## src/line_unit_pkg.sv

```systemverilog
// Shared constants and types for the octal line unit register bank.
// Assumes one clock domain; host strobes arrive already in that domain.
package line_unit_pkg;

  localparam int ADDR_W = 5;
  localparam int NUM_CH = 8;
  localparam int NUM_SRC = 3;

  // Primary bank offsets
  localparam logic [4:0] OFS_DEVICE_IDENTITY = 5'h00;
  localparam logic [4:0] OFS_ANALOG_LOOP = 5'h01;
  localparam logic [4:0] OFS_REMOTE_LOOP = 5'h02;
  localparam logic [4:0] OFS_ALL_ONES_TX = 5'h03;
  localparam logic [4:0] OFS_SIGNAL_LOSS_STATE = 5'h04;
  localparam logic [4:0] OFS_SHORT_CIRCUIT_STATE = 5'h05;
  localparam logic [4:0] OFS_SIGNAL_LOSS_MASK = 5'h06;
  localparam logic [4:0] OFS_SHORT_CIRCUIT_MASK = 5'h07;
  localparam logic [4:0] OFS_SIGNAL_LOSS_FLAGS = 5'h08;
  localparam logic [4:0] OFS_SHORT_CIRCUIT_FLAGS = 5'h09;
  localparam logic [4:0] OFS_SOFTWARE_RESET = 5'h0A;
  localparam logic [4:0] OFS_MONITOR_SELECT = 5'h0B;
  localparam logic [4:0] OFS_DIGITAL_LOOP = 5'h0C;
  localparam logic [4:0] OFS_LOSS_ALARM_CRITERIA = 5'h0D;
  localparam logic [4:0] OFS_AUTO_ALL_ONES = 5'h0E;
  localparam logic [4:0] OFS_GLOBAL_CONFIG = 5'h0F;
  localparam logic [4:0] OFS_OUTPUT_ENABLE = 5'h12;
  localparam logic [4:0] OFS_ALARM_SIGNAL_STATE = 5'h13;
  localparam logic [4:0] OFS_ALARM_SIGNAL_MASK = 5'h14;
  localparam logic [4:0] OFS_ALARM_SIGNAL_FLAGS = 5'h15;
  localparam logic [4:0] OFS_BANK_POINTER = 5'h1F;

  // One bit per primary offset that software may write and read back
  localparam logic [31:0] RW_MAP = 32'h0014F8CE;

  localparam logic [7:0] BANK_EXPANDED = 8'hAA;
  localparam logic [7:0] BANK_PRIMARY = 8'h00;
  localparam logic [7:0] REG_RESET = 8'h00;
  localparam int EXP_DEPTH = 16;

  // Monitor select field and serial word bit counts
  localparam int MON_CH_LSB = 0;
  localparam int MON_DIR_BIT = 3;
  localparam int SER_BITS = 16;
  localparam int SER_CMD_BITS = 8;

  typedef enum logic [1:0] {
    MODE_HARDWARE = 2'b00,
    MODE_PAR_DEMUX = 2'b01,
    MODE_PAR_MUX = 2'b10,
    MODE_SERIAL = 2'b11
  } host_mode_t;

  typedef struct packed {
    logic rd;
    logic wr;
    logic [ADDR_W-1:0] addr;
    logic [7:0] wdata;
  } host_req_t;

  typedef struct packed {
    logic pos;
    logic neg;
  } rail_pair_t;

endpackage

```

## src/line_unit_regmap_monitor.sv

```systemverilog
// Register bank, bank pointer, interrupt flags and channel-0 monitor select.
// Parallel strobes come from logic on clk; serial and select pins are synchronised here.
`timescale 1ns/10ps

// Function
// - Channel 0 observes one of channels 1..7
// - Select from pins or monitor register
// - Monitored signal feeds channel-0 clock recovery
// - Recovered data on channel-0 receive outputs
// - Loss detector sees the monitored signal
// - Remote loop drives monitored signal to transmit
// - Five address bits; upper bits ignored
// - Address bits chosen per host mode
// - Bank pointer at 1F selects bank
// - Value AA selects sixteen expanded registers
// - Zero returns to primary bank
// - Read-only status at 04, 05, 13
// - Mask registers at 06, 07, 14
// - Interrupt flags at 08, 09, 15
// - Write to 0A triggers software reset
// - Loopback registers at 01, 02, 0C
// - All-ones registers at 03, 0E
// - Registers at 12, 0D, 0F
// - Masked status change sets flag, asserts interrupt
// - Status read clears flags; interrupt released
// - Serial word: command byte, data byte
module line_unit_regmap_monitor
  import line_unit_pkg::*;
#(
  parameter logic [7:0] DEVICE_ID = 8'h5A  // Arbitrary value
) (
  // Clock and reset
  input wire logic clk,
  input wire logic rst_n,
  // Host mode and parallel port
  input wire line_unit_pkg::host_mode_t host_mode,
  input wire logic par_rd,
  input wire logic par_wr,
  input wire logic par_ale,
  input wire logic [7:0] par_addr,
  input wire logic [7:0] par_data_in,
  output logic [7:0] par_data_out,
  output logic par_data_valid,
  // Serial port
  input wire logic ser_clk,
  input wire logic ser_cs_n,
  input wire logic ser_di,
  output logic ser_do,
  // Detector status inputs
  input wire logic [7:0] signal_loss_in,
  input wire logic [7:0] short_circuit_in,
  input wire logic [7:0] alarm_signal_in,
  // Interrupt pin, open drain
  output logic int_out,
  output logic int_oe,
  // Monitoring
  input wire logic [3:0] monitor_path_select_pins,
  input wire line_unit_pkg::rail_pair_t [7:0] line_rx_in,
  input wire line_unit_pkg::rail_pair_t [7:0] line_tx_in,
  input wire logic ch0_cdr_clock,
  input wire line_unit_pkg::rail_pair_t ch0_cdr_data,
  output line_unit_pkg::rail_pair_t ch0_cdr_in,
  output line_unit_pkg::rail_pair_t ch0_los_in,
  output logic ch0_receive_clock_out,
  output logic ch0_receive_data_pos_out,
  output logic ch0_receive_data_neg_out,
  output logic ch0_line_tx_tip,
  output logic ch0_line_tx_ring,
  // Configuration outputs
  output logic [7:0] analog_loop_config,
  output logic [7:0] remote_loop_config,
  output logic [7:0] digital_loop_config,
  output logic [7:0] all_ones_transmit_config,
  output logic [7:0] auto_all_ones_config,
  output logic [7:0] loss_alarm_criteria,
  output logic [7:0] global_config,
  output logic [7:0] output_enable_config,
  output logic monitoring_active,
  output logic software_reset_pulse
);
  import line_unit_pkg::*;

  ////////////////////////////////////////////////////////////////////////////
  // Serial port: pins synchronised before use
  logic [2:0] s_clk_q;
  logic [1:0] s_cs_q;
  logic [1:0] s_di_q;
  logic [4:0] s_cnt_q;
  logic [7:0] s_cmd_q;
  logic [7:0] s_data_q;
  logic [7:0] s_out_q;
  logic s_do_q;

  always_ff @(posedge clk or negedge rst_n) begin
    if (!rst_n) begin
      s_clk_q <= 3'h0;
      s_cs_q <= 2'h3;
      s_di_q <= 2'h0;
    end else begin
      s_clk_q <= {s_clk_q[1:0], ser_clk};
      s_cs_q <= {s_cs_q[0], ser_cs_n};
      s_di_q <= {s_di_q[0], ser_di};
    end
  end

  wire s_active = !s_cs_q[1];
  wire s_rise = s_active && s_clk_q[1] && !s_clk_q[2];
  wire s_fall = s_active && !s_clk_q[1] && s_clk_q[2];
  // Bits arrive LSB first: read/write, then address 1..5, then two ignored bits
  wire s_cmd_done = s_rise && (s_cnt_q == 5'(SER_CMD_BITS - 1));
  wire s_word_done = s_rise && (s_cnt_q == 5'(SER_BITS - 1));
  wire [7:0] s_cmd_next = {s_di_q[1], s_cmd_q[7:1]};
  wire [7:0] s_data_next = {s_di_q[1], s_data_q[7:1]};
  wire s_rd = s_cmd_done && s_cmd_next[0];
  wire s_wr = s_word_done && !s_cmd_q[0];

  always_ff @(posedge clk or negedge rst_n) begin
    if (!rst_n) begin
      s_cnt_q <= 5'h00;
      s_cmd_q <= 8'h00;
      s_data_q <= 8'h00;
    end else if (!s_active) begin
      s_cnt_q <= 5'h00;
    end else if (s_rise && s_cnt_q < 5'(SER_BITS)) begin
      s_cnt_q <= s_cnt_q + 5'h01;
      if (s_cnt_q < 5'(SER_CMD_BITS)) begin
        s_cmd_q <= s_cmd_next;
      end else begin
        s_data_q <= s_data_next;
      end
    end
  end

  ////////////////////////////////////////////////////////////////////////////
  // Host request selection and address decode
  logic [7:0] ad_latch_q;
  always_ff @(posedge clk or negedge rst_n) begin
    if (!rst_n) begin
      ad_latch_q <= 8'h00;
    end else if (par_ale) begin
      ad_latch_q <= par_data_in;
    end
  end

  host_req_t req;
  wire par_mode = (host_mode == MODE_PAR_DEMUX) || (host_mode == MODE_PAR_MUX);
  wire ser_mode = (host_mode == MODE_SERIAL);
  // Only five bits take part; upper address bits never reach the decode
  wire [4:0] par_sel_addr = (host_mode == MODE_PAR_MUX) ? ad_latch_q[4:0] : par_addr[4:0];
  wire [4:0] ser_sel_addr = s_cmd_done ? s_cmd_next[5:1] : s_cmd_q[5:1];
  assign req.rd = (par_mode && par_rd) || (ser_mode && s_rd);
  assign req.wr = (par_mode && par_wr) || (ser_mode && s_wr);
  assign req.addr = ser_mode ? ser_sel_addr : par_sel_addr;
  assign req.wdata = ser_mode ? s_data_next : par_data_in;

  ////////////////////////////////////////////////////////////////////////////
  // Register storage
  logic [7:0] cfg_q [32];
  logic [7:0] exp_q [EXP_DEPTH];
  logic [7:0] bank_q;
  logic srst_q;

  wire is_ptr = (req.addr == OFS_BANK_POINTER);
  wire expanded = (bank_q == BANK_EXPANDED);
  wire prim_wr = req.wr && !is_ptr && !expanded && RW_MAP[req.addr];
  wire exp_wr = req.wr && !is_ptr && expanded && !req.addr[4];
  wire srst_wr = req.wr && !expanded && (req.addr == OFS_SOFTWARE_RESET);

  always_ff @(posedge clk or negedge rst_n) begin
    if (!rst_n) begin
      bank_q <= BANK_PRIMARY;
      srst_q <= 1'b0;
    end else begin
      srst_q <= srst_wr;
      // Any value other than AA leaves the primary bank selected
      if (req.wr && is_ptr) begin
        bank_q <= req.wdata;
      end else if (srst_q) begin
        bank_q <= BANK_PRIMARY;
      end
    end
  end

  genvar gi;
  generate
    for (gi = 0; gi < 32; gi++) begin : g_cfg
      always_ff @(posedge clk or negedge rst_n) begin
        if (!rst_n) begin
          cfg_q[gi] <= REG_RESET;
        end else if (srst_q) begin
          cfg_q[gi] <= REG_RESET;
        end else if (prim_wr && req.addr == 5'(gi)) begin
          cfg_q[gi] <= req.wdata;
        end
      end
    end
    for (gi = 0; gi < EXP_DEPTH; gi++) begin : g_exp
      always_ff @(posedge clk or negedge rst_n) begin
        if (!rst_n) begin
          exp_q[gi] <= REG_RESET;
        end else if (srst_q) begin
          exp_q[gi] <= REG_RESET;
        end else if (exp_wr && req.addr[3:0] == 4'(gi)) begin
          exp_q[gi] <= req.wdata;
        end
      end
    end
  endgenerate

  ////////////////////////////////////////////////////////////////////////////
  // Status, flags and interrupt; index 0 loss, 1 short, 2 alarm
  logic [7:0] stat_q [NUM_SRC];
  logic [7:0] flag_q [NUM_SRC];
  wire [7:0] stat_in [NUM_SRC];
  wire [7:0] mask [NUM_SRC];
  wire rd_clr [NUM_SRC];
  wire [NUM_SRC-1:0] pend;
  assign stat_in[0] = signal_loss_in;
  assign stat_in[1] = short_circuit_in;
  assign stat_in[2] = alarm_signal_in;
  assign mask[0] = cfg_q[OFS_SIGNAL_LOSS_MASK];
  assign mask[1] = cfg_q[OFS_SHORT_CIRCUIT_MASK];
  assign mask[2] = cfg_q[OFS_ALARM_SIGNAL_MASK];
  wire prim_rd = req.rd && !expanded;
  assign rd_clr[0] = prim_rd && req.addr == OFS_SIGNAL_LOSS_STATE;
  assign rd_clr[1] = prim_rd && req.addr == OFS_SHORT_CIRCUIT_STATE;
  assign rd_clr[2] = prim_rd && req.addr == OFS_ALARM_SIGNAL_STATE;

  generate
    for (gi = 0; gi < NUM_SRC; gi++) begin : g_src
      // Either edge counts; a change in the clearing cycle still sets
      wire [7:0] chg = (stat_in[gi] ^ stat_q[gi]) & mask[gi];
      always_ff @(posedge clk or negedge rst_n) begin
        if (!rst_n) begin
          stat_q[gi] <= 8'h00;
          flag_q[gi] <= 8'h00;
        end else begin
          stat_q[gi] <= stat_in[gi];
          flag_q[gi] <= (rd_clr[gi] ? 8'h00 : flag_q[gi]) | chg;
        end
      end
      assign pend[gi] = |flag_q[gi];
    end
  endgenerate

  assign int_out = 1'b0;
  always_ff @(posedge clk or negedge rst_n) begin
    if (!rst_n) begin
      int_oe <= 1'b0;
    end else begin
      int_oe <= |pend;
    end
  end

  ////////////////////////////////////////////////////////////////////////////
  // Read path
  logic [7:0] rd_mux;
  always_comb begin
    rd_mux = 8'h00;
    if (is_ptr) begin
      rd_mux = bank_q;
    end else if (expanded) begin
      rd_mux = req.addr[4] ? 8'h00 : exp_q[req.addr[3:0]];
    end else begin
      case (req.addr)
        OFS_DEVICE_IDENTITY: rd_mux = DEVICE_ID;
        OFS_SIGNAL_LOSS_STATE: rd_mux = stat_q[0];
        OFS_SHORT_CIRCUIT_STATE: rd_mux = stat_q[1];
        OFS_ALARM_SIGNAL_STATE: rd_mux = stat_q[2];
        OFS_SIGNAL_LOSS_FLAGS: rd_mux = flag_q[0];
        OFS_SHORT_CIRCUIT_FLAGS: rd_mux = flag_q[1];
        OFS_ALARM_SIGNAL_FLAGS: rd_mux = flag_q[2];
        default: rd_mux = RW_MAP[req.addr] ? cfg_q[req.addr] : 8'h00;
      endcase
    end
  end

  always_ff @(posedge clk or negedge rst_n) begin
    if (!rst_n) begin
      par_data_out <= 8'h00;
      par_data_valid <= 1'b0;
      s_out_q <= 8'h00;
      s_do_q <= 1'b0;
    end else begin
      par_data_valid <= par_mode && par_rd;
      if (par_mode && par_rd) begin
        par_data_out <= rd_mux;
      end
      // Serial data leaves LSB first on falling clock edges
      if (ser_mode && s_rd) begin
        s_out_q <= rd_mux;
      end else if (s_fall && s_cnt_q >= 5'(SER_CMD_BITS)) begin
        s_do_q <= s_out_q[0];
        s_out_q <= {1'b0, s_out_q[7:1]};
      end
    end
  end
  assign ser_do = s_do_q;

  ////////////////////////////////////////////////////////////////////////////
  // Monitor path select
  logic [3:0] msel_m_q;
  logic [3:0] msel_s_q;
  always_ff @(posedge clk or negedge rst_n) begin
    if (!rst_n) begin
      msel_m_q <= 4'h0;
      msel_s_q <= 4'h0;
    end else begin
      msel_m_q <= monitor_path_select_pins;
      msel_s_q <= msel_m_q;
    end
  end

  wire [3:0] msel = (host_mode == MODE_HARDWARE) ? msel_s_q : cfg_q[OFS_MONITOR_SELECT][3:0];
  wire [2:0] mon_ch = msel[MON_CH_LSB +: 3];
  // Select 0 means channel 0 runs as a normal transceiver
  wire mon_on = (mon_ch != 3'h0);
  wire rail_pair_t mon_sig = msel[MON_DIR_BIT] ? line_tx_in[mon_ch] : line_rx_in[mon_ch];
  wire rail_pair_t cdr_src = mon_on ? mon_sig : line_rx_in[0];
  wire rl0 = remote_loop_config[0];
  // Remote loop in monitor mode sends the monitored signal out, not the recovered copy
  wire rail_pair_t tx_src = (mon_on && rl0) ? mon_sig : (rl0 ? ch0_cdr_data : line_tx_in[0]);

  always_ff @(posedge clk or negedge rst_n) begin
    if (!rst_n) begin
      ch0_cdr_in <= '0;
      ch0_los_in <= '0;
      ch0_receive_data_pos_out <= 1'b0;
      ch0_receive_data_neg_out <= 1'b0;
      ch0_line_tx_tip <= 1'b0;
      ch0_line_tx_ring <= 1'b0;
      monitoring_active <= 1'b0;
    end else begin
      ch0_cdr_in <= cdr_src;
      ch0_los_in <= cdr_src;
      ch0_receive_data_pos_out <= ch0_cdr_data.pos;
      ch0_receive_data_neg_out <= ch0_cdr_data.neg;
      ch0_line_tx_tip <= tx_src.pos;
      ch0_line_tx_ring <= tx_src.neg;
      monitoring_active <= mon_on;
    end
  end
  // Recovered clock passes straight through; retiming it on clk would destroy it
  assign ch0_receive_clock_out = ch0_cdr_clock;

  assign analog_loop_config = cfg_q[OFS_ANALOG_LOOP];
  assign remote_loop_config = cfg_q[OFS_REMOTE_LOOP];
  assign digital_loop_config = cfg_q[OFS_DIGITAL_LOOP];
  assign all_ones_transmit_config = cfg_q[OFS_ALL_ONES_TX];
  assign auto_all_ones_config = cfg_q[OFS_AUTO_ALL_ONES];
  assign loss_alarm_criteria = cfg_q[OFS_LOSS_ALARM_CRITERIA];
  assign global_config = cfg_q[OFS_GLOBAL_CONFIG];
  assign output_enable_config = cfg_q[OFS_OUTPUT_ENABLE];
  assign software_reset_pulse = srst_q;

  ////////////////////////////////////////////////////////////////////////////
  // Assertions
  bank_select_a: assert property (@(posedge clk) disable iff (!rst_n)
    (req.wr && is_ptr && req.wdata == BANK_EXPANDED) |=> expanded) else $error("bank not expanded");
  bank_return_a: assert property (@(posedge clk) disable iff (!rst_n)
    (req.wr && is_ptr && req.wdata == BANK_PRIMARY) |=> !expanded) else $error("bank not primary");
  soft_reset_a: assert property (@(posedge clk) disable iff (!rst_n)
    srst_wr |=> software_reset_pulse ##1 (analog_loop_config == 8'h00)) else $error("soft reset missed");
  reserved_read_a: assert property (@(posedge clk) disable iff (!rst_n)
    (par_mode && par_rd && !expanded && (par_sel_addr == 5'h10 || par_sel_addr == 5'h16))
    |=> par_data_out == 8'h00) else $error("reserved read not zero");
  id_read_a: assert property (@(posedge clk) disable iff (!rst_n)
    (par_mode && par_rd && !expanded && par_sel_addr == OFS_DEVICE_IDENTITY)
    |=> par_data_valid && par_data_out == DEVICE_ID) else $error("identity read wrong");
  flag_set_a: assert property (@(posedge clk) disable iff (!rst_n)
    ((signal_loss_in[0] != stat_q[0][0]) && mask[0][0]) |=> flag_q[0][0] ##1 int_oe) else $error("flag not set");
  flag_clear_a: assert property (@(posedge clk) disable iff (!rst_n)
    (rd_clr[1] && ((short_circuit_in ^ stat_q[1]) & mask[1]) == 8'h00) |=> flag_q[1] == 8'h00)
    else $error("flag not cleared");
  int_release_a: assert property (@(posedge clk) disable iff (!rst_n)
    (pend == 3'b000) |=> !int_oe) else $error("interrupt held");
  monitor_route_a: assert property (@(posedge clk) disable iff (!rst_n)
    mon_on |=> ch0_los_in == $past(mon_sig) && ch0_cdr_in == $past(mon_sig)) else $error("monitor route wrong");
  monitor_loop_a: assert property (@(posedge clk) disable iff (!rst_n)
    (mon_on && rl0) |=> ch0_line_tx_tip == $past(mon_sig.pos)) else $error("monitor loop wrong");
  upper_addr_a: assert property (@(posedge clk) disable iff (!rst_n)
    (host_mode == MODE_PAR_DEMUX) |-> req.addr == par_addr[4:0]) else $error("address bits wrong");
endmodule

```

## config.mk

```make
export PLATFORM = sky130hd
export DESIGN_NAME = line_unit_regmap_monitor
export DESIGN_NICKNAME = d
export VERILOG_FILES = /design/src/line_unit_pkg.sv /design/src/line_unit_regmap_monitor.sv
export SDC_FILE = /design/constraint.sdc
export NUM_CORES = 1
export LEC_CHECK = 0
export ABC_AREA = 0
export BUFFER_PORTS_ARGS = -buffer_cell sky130_fd_sc_hd__buf_2
export CELL_PAD_IN_SITES_DETAIL_PLACEMENT = 1
export CELL_PAD_IN_SITES_GLOBAL_PLACEMENT = 2
export CORE_ASPECT_RATIO = 0.9
export CORE_MARGIN = 8
export CORE_UTILIZATION = 30
export DETAILED_ROUTE_END_ITERATION = 8
export HOLD_SLACK_MARGIN = 0.05
export PLACE_DENSITY_LB_ADDON = 0.1
export SKIP_LAST_GASP = 1
export SLEW_MARGIN = 20
export SYNTH_ARGS = -nofsm -noshare
export SYNTH_HDL_FRONTEND = slang
export SYNTH_SLANG_ARGS = --single-unit
```

## constraint.sdc

```tcl
create_clock -name clk -period 5.3 [get_ports clk]
set_input_delay 0.53 -clock clk [delete_from_list [all_inputs] [get_ports clk]]
set_output_delay 0.53 -clock clk [all_outputs]
set_load 0.005 [all_outputs]
```

==> results.yml, run 1 <==
final_layout:
  fin_area_um2: 26200
  drive_gt1_share_pct: 20.8
  n_fill_cell: 8181
  areaGrowthSynthToFinish_pct: 15.7
  layout.nets: 2214
  fin_util_pct: 35.0
synthesis:
  synth_nets: 2123
  synth-seq-cells: 469
  ys.flop_type: "dfrtp_1"
  synthArstFlopShare_pct: 100
  synthesis.instances: 2029
  yosys_warnings: 0
  seq_area_frac_synth_pct: 51.9
  syn-cell-area_um2: 22600
  yosys.cell_types.count: 89
  synth_area_per_cell_um2: 11.1
  synth-edff-count: 0
floorplan:
  fp.dieW_um: 305
  ios: 176
  die-area_um2: 84400
  core_area_um2: 74600
  num_rows: 95
  fp.dieH_um: 276
  initial_core_util_pct: 30.3
placement:
  gp_congestion: 0.803
  post-place-ws_ps: 607
  placed_area_um2: 24100
  port-buffer-count: 169
  place_hpwl_um: 55800
grt:
  grt_max_degree: 258
  gr-total-overflow: 0
  grt_pass1_wl_um: 125000
  antenna_found_initial: 1
  grt.total_usage_pct: 19.5
  grt_pass1_vias: 17600
worst_setup_path:
  reg2reg_slack_ps: 720
  arrival_ps: 5110
  worstSetupPathType: "register to register"
  crit_path_max_fanout: 36
  crit_required_ps: 5840
  critPathCaptureType: "register"
  critPathLaunchType: "register"
outcome:
  status: "completed"
power:
  p_leak_nw: 11.5
  power_density_nw_per_um2: 395
  swShare_pct: 32.0
  clock_power_share_pct: 36.6
  ir_drop_v: 0.000229
  pwr-share-seq_pct: 42.5
  p_int_mw: 7.04
  combPwrFrac_pct: 20.9
  total_power_mw: 10.3
  p_switching_mw: 3.31
timing:
  setup_viol: 0
  fin_crit_sh_pct: 86.3
  setup_ws_ps: 725
  hold_viol: 0
  max_clock_freq_mhz: 219
  period_minus_slack_ps: 4580
  skew_ps: 29.7
  setup_tns_ps: 0
  rsz0062_at_grt: "no"
  relSlewSlack_pct: 26.2
  worst_pin_slew_ps: 1110
  drv_slew: 0
route:
  drt_pre_antenna_iters: 4
  drc: 0
  wl_per_cell_um: 26.5
  drt_wl_total_um: 83200
  ant_nets: 0
  dr_total_vias: 16600
  drt-initial-drc-count: 1107
  via_per_inst: 5.31
clocking:
  clock_latency_ps: 620
  cts_tree: "yes"
  cts-buffers-inserted: 55
  htree_levels: 2
  cts.sinks: 469
  cts.clk_slew.worst_paths_ps: 60
  post_cts_buffers: 0
  root_buffer: "clkbuf_16"
  clock_path_buffers: 3
job:
  cap_violations: 0
worst_hold_path:
  hold_class: "input port to register"
## cells in the mapped netlist (5+ instances only)
master | count | area, um^2
nor3_1 | 6 | 30.0
a22o_1 | 40 | 350
inv_1 | 10 | 37.5
ha_1 | 5 | 62.6
xor2_1 | 26 | 228
buf_2 | 30 | 150
buf_4 | 77 | 578
a31oi_1 | 18 | 113
or2_2 | 9 | 56.3
nand3_1 | 43 | 215
dfrtp_1 | 467 | 11700
o21ai_0 | 209 | 1050
nand3b_1 | 187 | 1400
nor2b_1 | 130 | 813
a21o_1 | 6 | 45.0
and3_1 | 12 | 75.1
a211o_1 | 6 | 52.6
nand2_1 | 158 | 593
mux2_2 | 31 | 349
nor2_1 | 43 | 161
clkbuf_1 | 101 | 379
mux2i_1 | 92 | 921
o22ai_1 | 6 | 37.5
nand4_1 | 24 | 150
mux4_2 | 50 | 1130
nand2b_1 | 50 | 313
o31ai_1 | 5 | 37.5
buf_6 | 5 | 56.3
buf_1 | 12 | 45.0
a22oi_1 | 16 | 120
o211ai_1 | 6 | 45.0
a221oi_1 | 7 | 61.3
a21oi_1 | 23 | 115
a211oi_1 | 17 | 128
nor4_1 | 13 | 81.3
## path summary, 6_finish.rpt
kind,end,from,cells after the start
max reg2reg,par_data_out[7],s_cnt_q[0],12
min reg2reg,msel_s_q[2],msel_m_q[2],0
max,par_data_out[7],s_cnt_q[0],12
max in group asynchronous,s_cmd_q[7],rst_n,3
min in group asynchronous,output_enable_config[6],rst_n,2
min,stat_q[19],signal_loss_in[3],1
## area by class of cell
class | count | area (um^2) | area share (%)
Antenna cell | 1 | 2.50 | 0.00957
Timing Repair Buffer | 260 | 1700 | 6.51
Tap cell | 970 | 1210 | 4.64
Inverter | 11 | 41.3 | 0.158
Sequential cell | 469 | 11700 | 44.9
Clock inverter | 18 | 133 | 0.507
Multi-Input combinational cell | 1323 | 9660 | 36.9
Clock buffer | 83 | 1660 | 6.36
## critical path, stage by stage (launching register included)
cell       delay (ps)
dfrtp_1           380
ha_1              220
nand4bb_1         410
o21ai_2           360
and3_4            710
buf_4             360
nand2_1           170
a211oi_1          260
buf_4             180
a21boi_0          540
nor4_1            120
a21oi_1           470
mux2_2            250
## power groups by stage
stage          logic [mW]  clock network (mW)  registers [mW]
2_1_floorplan        1.42                   0            4.25
3_3_place_gp         2.14                   0            4.45
3_5_place_dp         2.17                   0            4.46
4_1_cts              2.20                3.93            4.40
5_1_grt              2.36                4.05            4.45
6_report             2.16                3.79            4.39
## kinds of logic (layout without fill, tap and decap cells)
logic type | after synthesis | in the layout | synth area share (%)
other | 1 | 2 | 0.0166
DFF | 469 | 469 | 51.9
xor gates and xnor gates | 27 | 27 | 1.05
AOI/OAI and AO/OA | 402 | 402 | 11.2
buffers and inverters | 237 | 372 | 5.59
adders and majority gates | 5 | 5 | 0.277
and+or+nand+nor | 713 | 713 | 19.1
muxes | 175 | 175 | 10.8
## layout by cell type, fill, tap and decap left out, types with 24 or more instances in the layout
cell	netlist	layout
mux4_2	50	50
clkbuf_16	0	56
buf_2	30	168
nand3b_1	187	187
nor2_1	43	42
nand3_1	43	42
buf_4	77	54
xor2_1	26	26
mux2i_1	92	91
nand2_1	158	158
o21ai_0	209	209
dfrtp_1	467	466
mux2_2	31	31
dlygate4sd3_1	0	29
nand4_1	24	24
a22o_1	40	40
nor2b_1	130	130
nand2b_1	50	50
## layer usage
layer,wire [um],track usage [%]
met2,36000,28.7
met5,0,0
met1,40900,29.1
met3,4530,3.81
met4,1750,4.56
## timing repair
item	4_1_cts	5_1_grt
endpoints found under the hold margin	124	0
gates resized for setup	0	0
hold buffers	29	0
## state kept, by name, summed over array words and instances (netlist names), 3 cells and up
signal and cells:
s_clk_q 3, msel_s_q 4, stat_q 24, s_cmd_q 8
par_data_out 8, s_cnt_q 5, ad_latch_q 5, s_out_q 8
cfg_q 154, loss_alarm_criteria 8, digital_loop_config 8, bank_q 8
all_ones_transmit_config 8, remote_loop_config 8, flag_q 24, s_data_q 7
auto_all_ones_config 8, exp_q 128, output_enable_config 8, analog_loop_config 8
msel_m_q 4, global_config 8
## through the flow
step / cells / hold slack, ps
4_1_cts: 3134 / 57.0
3_3_place_gp: 3003 / 336
5_1_grt: 3134 / 74.5
2_1_floorplan: 2029 / 234
6_report: 3135 / 95.3
3_5_place_dp: 3004 / 336
Note: power is estimated with default switching activity, not from simulation.
==> inputs of run 2 (changes only) <==
- CORE_ASPECT_RATIO: 0.9 -> 0.7
- CORE_UTILIZATION: 30 -> 43
==> run 2 against run 1 <==
Clock skew shrank 4.5 ps. Sequential share of layout area grew 1.1 points. Flip-flop and latch count is the same. First-iteration DRC count grew 19%. Die area shrank 29%. Sequential power is essentially flat. Routed wire length shrank 9.0%. Critical path type unchanged. Highest routed layer is now met5.
==> results.yml, run 2 (synthesis gave the netlist of run 1 again) <==
clocking:
  clock_latency_ps: 610
  cts-buffers-inserted: 49
  htree_levels: 2
  post_cts_buffers: 0
  cts.sinks: 469
  cts.clk_slew.worst_paths_ps: 60
  cts_tree: "yes"
  root_buffer: "clkbuf_16"
  clock_path_buffers: 3
final_layout:
  layout_common_cells: "466 x dfrtp_1, 209 x o21ai_0, 187 x nand3b_1"
  largest_reg_flops: 154
  top_regs: "cfg_q x154, exp_q x128"
  areaGrowthSynthToFinish_pct: 12.9
  drive_gt1_share_pct: 20.3
  final_common_cell: "dfrtp_1"
  layout.nets: 2185
  regMostFlops: "cfg_q"
placement:
  port-buffer-count: 169
  place_hpwl_um: 50400
  gp_congestion: 0.887
timing:
  hold_viol: 0
  max_clock_freq_mhz: 221
  period_minus_slack_ps: 4530
  setup_tns_ps: 0
  rsz0062_at_grt: "no"
  setup_viol: 0
  hold_slack_ps: 92.5
  fin_crit_sh_pct: 85.4
  drv_slew: 0
  relSlewSlack_pct: 35.9
  skew_ps: 25.2
  worst_pin_slew_ps: 962
grt:
  grt_pass1_wl_um: 117000
  grt_pass1_vias: 17900
  gr-total-overflow: 0
  grt.total_usage_pct: 25.0
  grt_max_degree: 285
  antenna_found_initial: 5
floorplan:
  ios: 176
  die-area_um2: 60300
  num_rows: 70
  core_area_um2: 52100
  fp.dieH_um: 208
  initial_core_util_pct: 43.4
  fp.dieW_um: 290
worst_setup_path:
  critPathLaunchType: "register"
  reg2reg_depth: 10
  arrival_ps: 5000
  crit_path_max_fanout: 40
  crit_required_ps: 5780
  cp-endpoint: "par_data_out[7]"
  startpoint: "s_cnt_q[0]"
  worstSetupPathType: "register to register"
  reg2reg_slack_ps: 770
  r2r-start: "s_cnt_q[0]"
  rr_endpoint: "par_data_out[7]"
  critPathCaptureType: "register"
route:
  drc: 0
  via_per_inst: 5.90
  wl_per_cell_um: 26.9
  dr_total_vias: 16600
  drt_wl_total_um: 75700
  ant_nets: 0
  drt_pre_antenna_iters: 5
  drt-initial-drc-count: 1316
power:
  ir_drop_v: 0.000211
  power_density_nw_per_um2: 400
  p_leak_nw: 11.3
job:
  cap_violations: 0
worst_hold_path:
  hold_class: "input port to register"
  min_path_cells: 1
outcome:
  status: "completed"
## run 2: repair_timing
item,4_1_cts,5_1_grt
hold buffers,19,0
hold endpoints to repair,21,0
resized for setup,0,0
## run 2: final cells by class
class / count / area (um^2)
Antenna cell: 3 / 7.51
Clock buffer: 66 / 1400
Clock inverter: 26 / 320
Fill cell: 5473 / 26600
Inverter: 11 / 41.3
Multi-Input combinational cell: 1323 / 9650
Sequential cell: 469 / 11700
Tap cell: 684 / 856
Timing Repair Buffer: 237 / 1520
## run 2: critical path, cell delays in order (launching register included)
cell	delay (ps)
dfrtp_1	400
ha_1	240
nand4bb_1	390
o21ai_2	360
and3_4	720
buf_4	400
mux4_2	420
a221oi_1	700
o22a_1	240
a21oi_1	180
mux2_2	320
## run 2: worst min-delay path by stage
| stage | from | end | slack (ps) |
|---|---|---|---|
| finish | alarm_signal_in[0] | stat_q[0] | 90 |
| global route | alarm_signal_in[6] | stat_q[6] | 60 |
| CTS | alarm_signal_in[0] | stat_q[0] | 60 |
| detailed placement | s_di_q[0] | s_di_q[1] | 340 |
| global placement | s_di_q[0] | s_di_q[1] | 340 |
| floorplan | rst_n | ad_latch_q[0] | 230 |
## run 2: power by group
part           switching [mW]  internal [mW]
combinational            1.27          0.840
sequential              0.441           3.97
clock                    1.53           2.16
total                    3.24           6.98
## run 2: through the flow
stage / std cells / worst slack, ps / utilization, % / area [um^2] / power (mW)
2_1_floorplan: 2029 / 2090 / - / 22600 / 5.68
3_3_place_gp: 2704 / 699 / 45.3 / 23600 / 6.50
3_5_place_dp: 2704 / 623 / 45.3 / 23600 / 6.56
4_1_cts: 2815 / 833 / 48.9 / 25500 / 10.3
5_1_grt: 2816 / 477 / 49.0 / 25500 / 10.7
6_report: 2819 / 771 / 49.0 / 25500 / 10.2
## run 2: layer usage
metal	vias to the layer above	global-route usage [%]	share of wire (%)
li1	7310	-	-
met1	8708	36.2	47
met2	488	37.1	43
met3	119	6.69	7.2
met4	4	6.22	2.3
met5	-	0	0.061
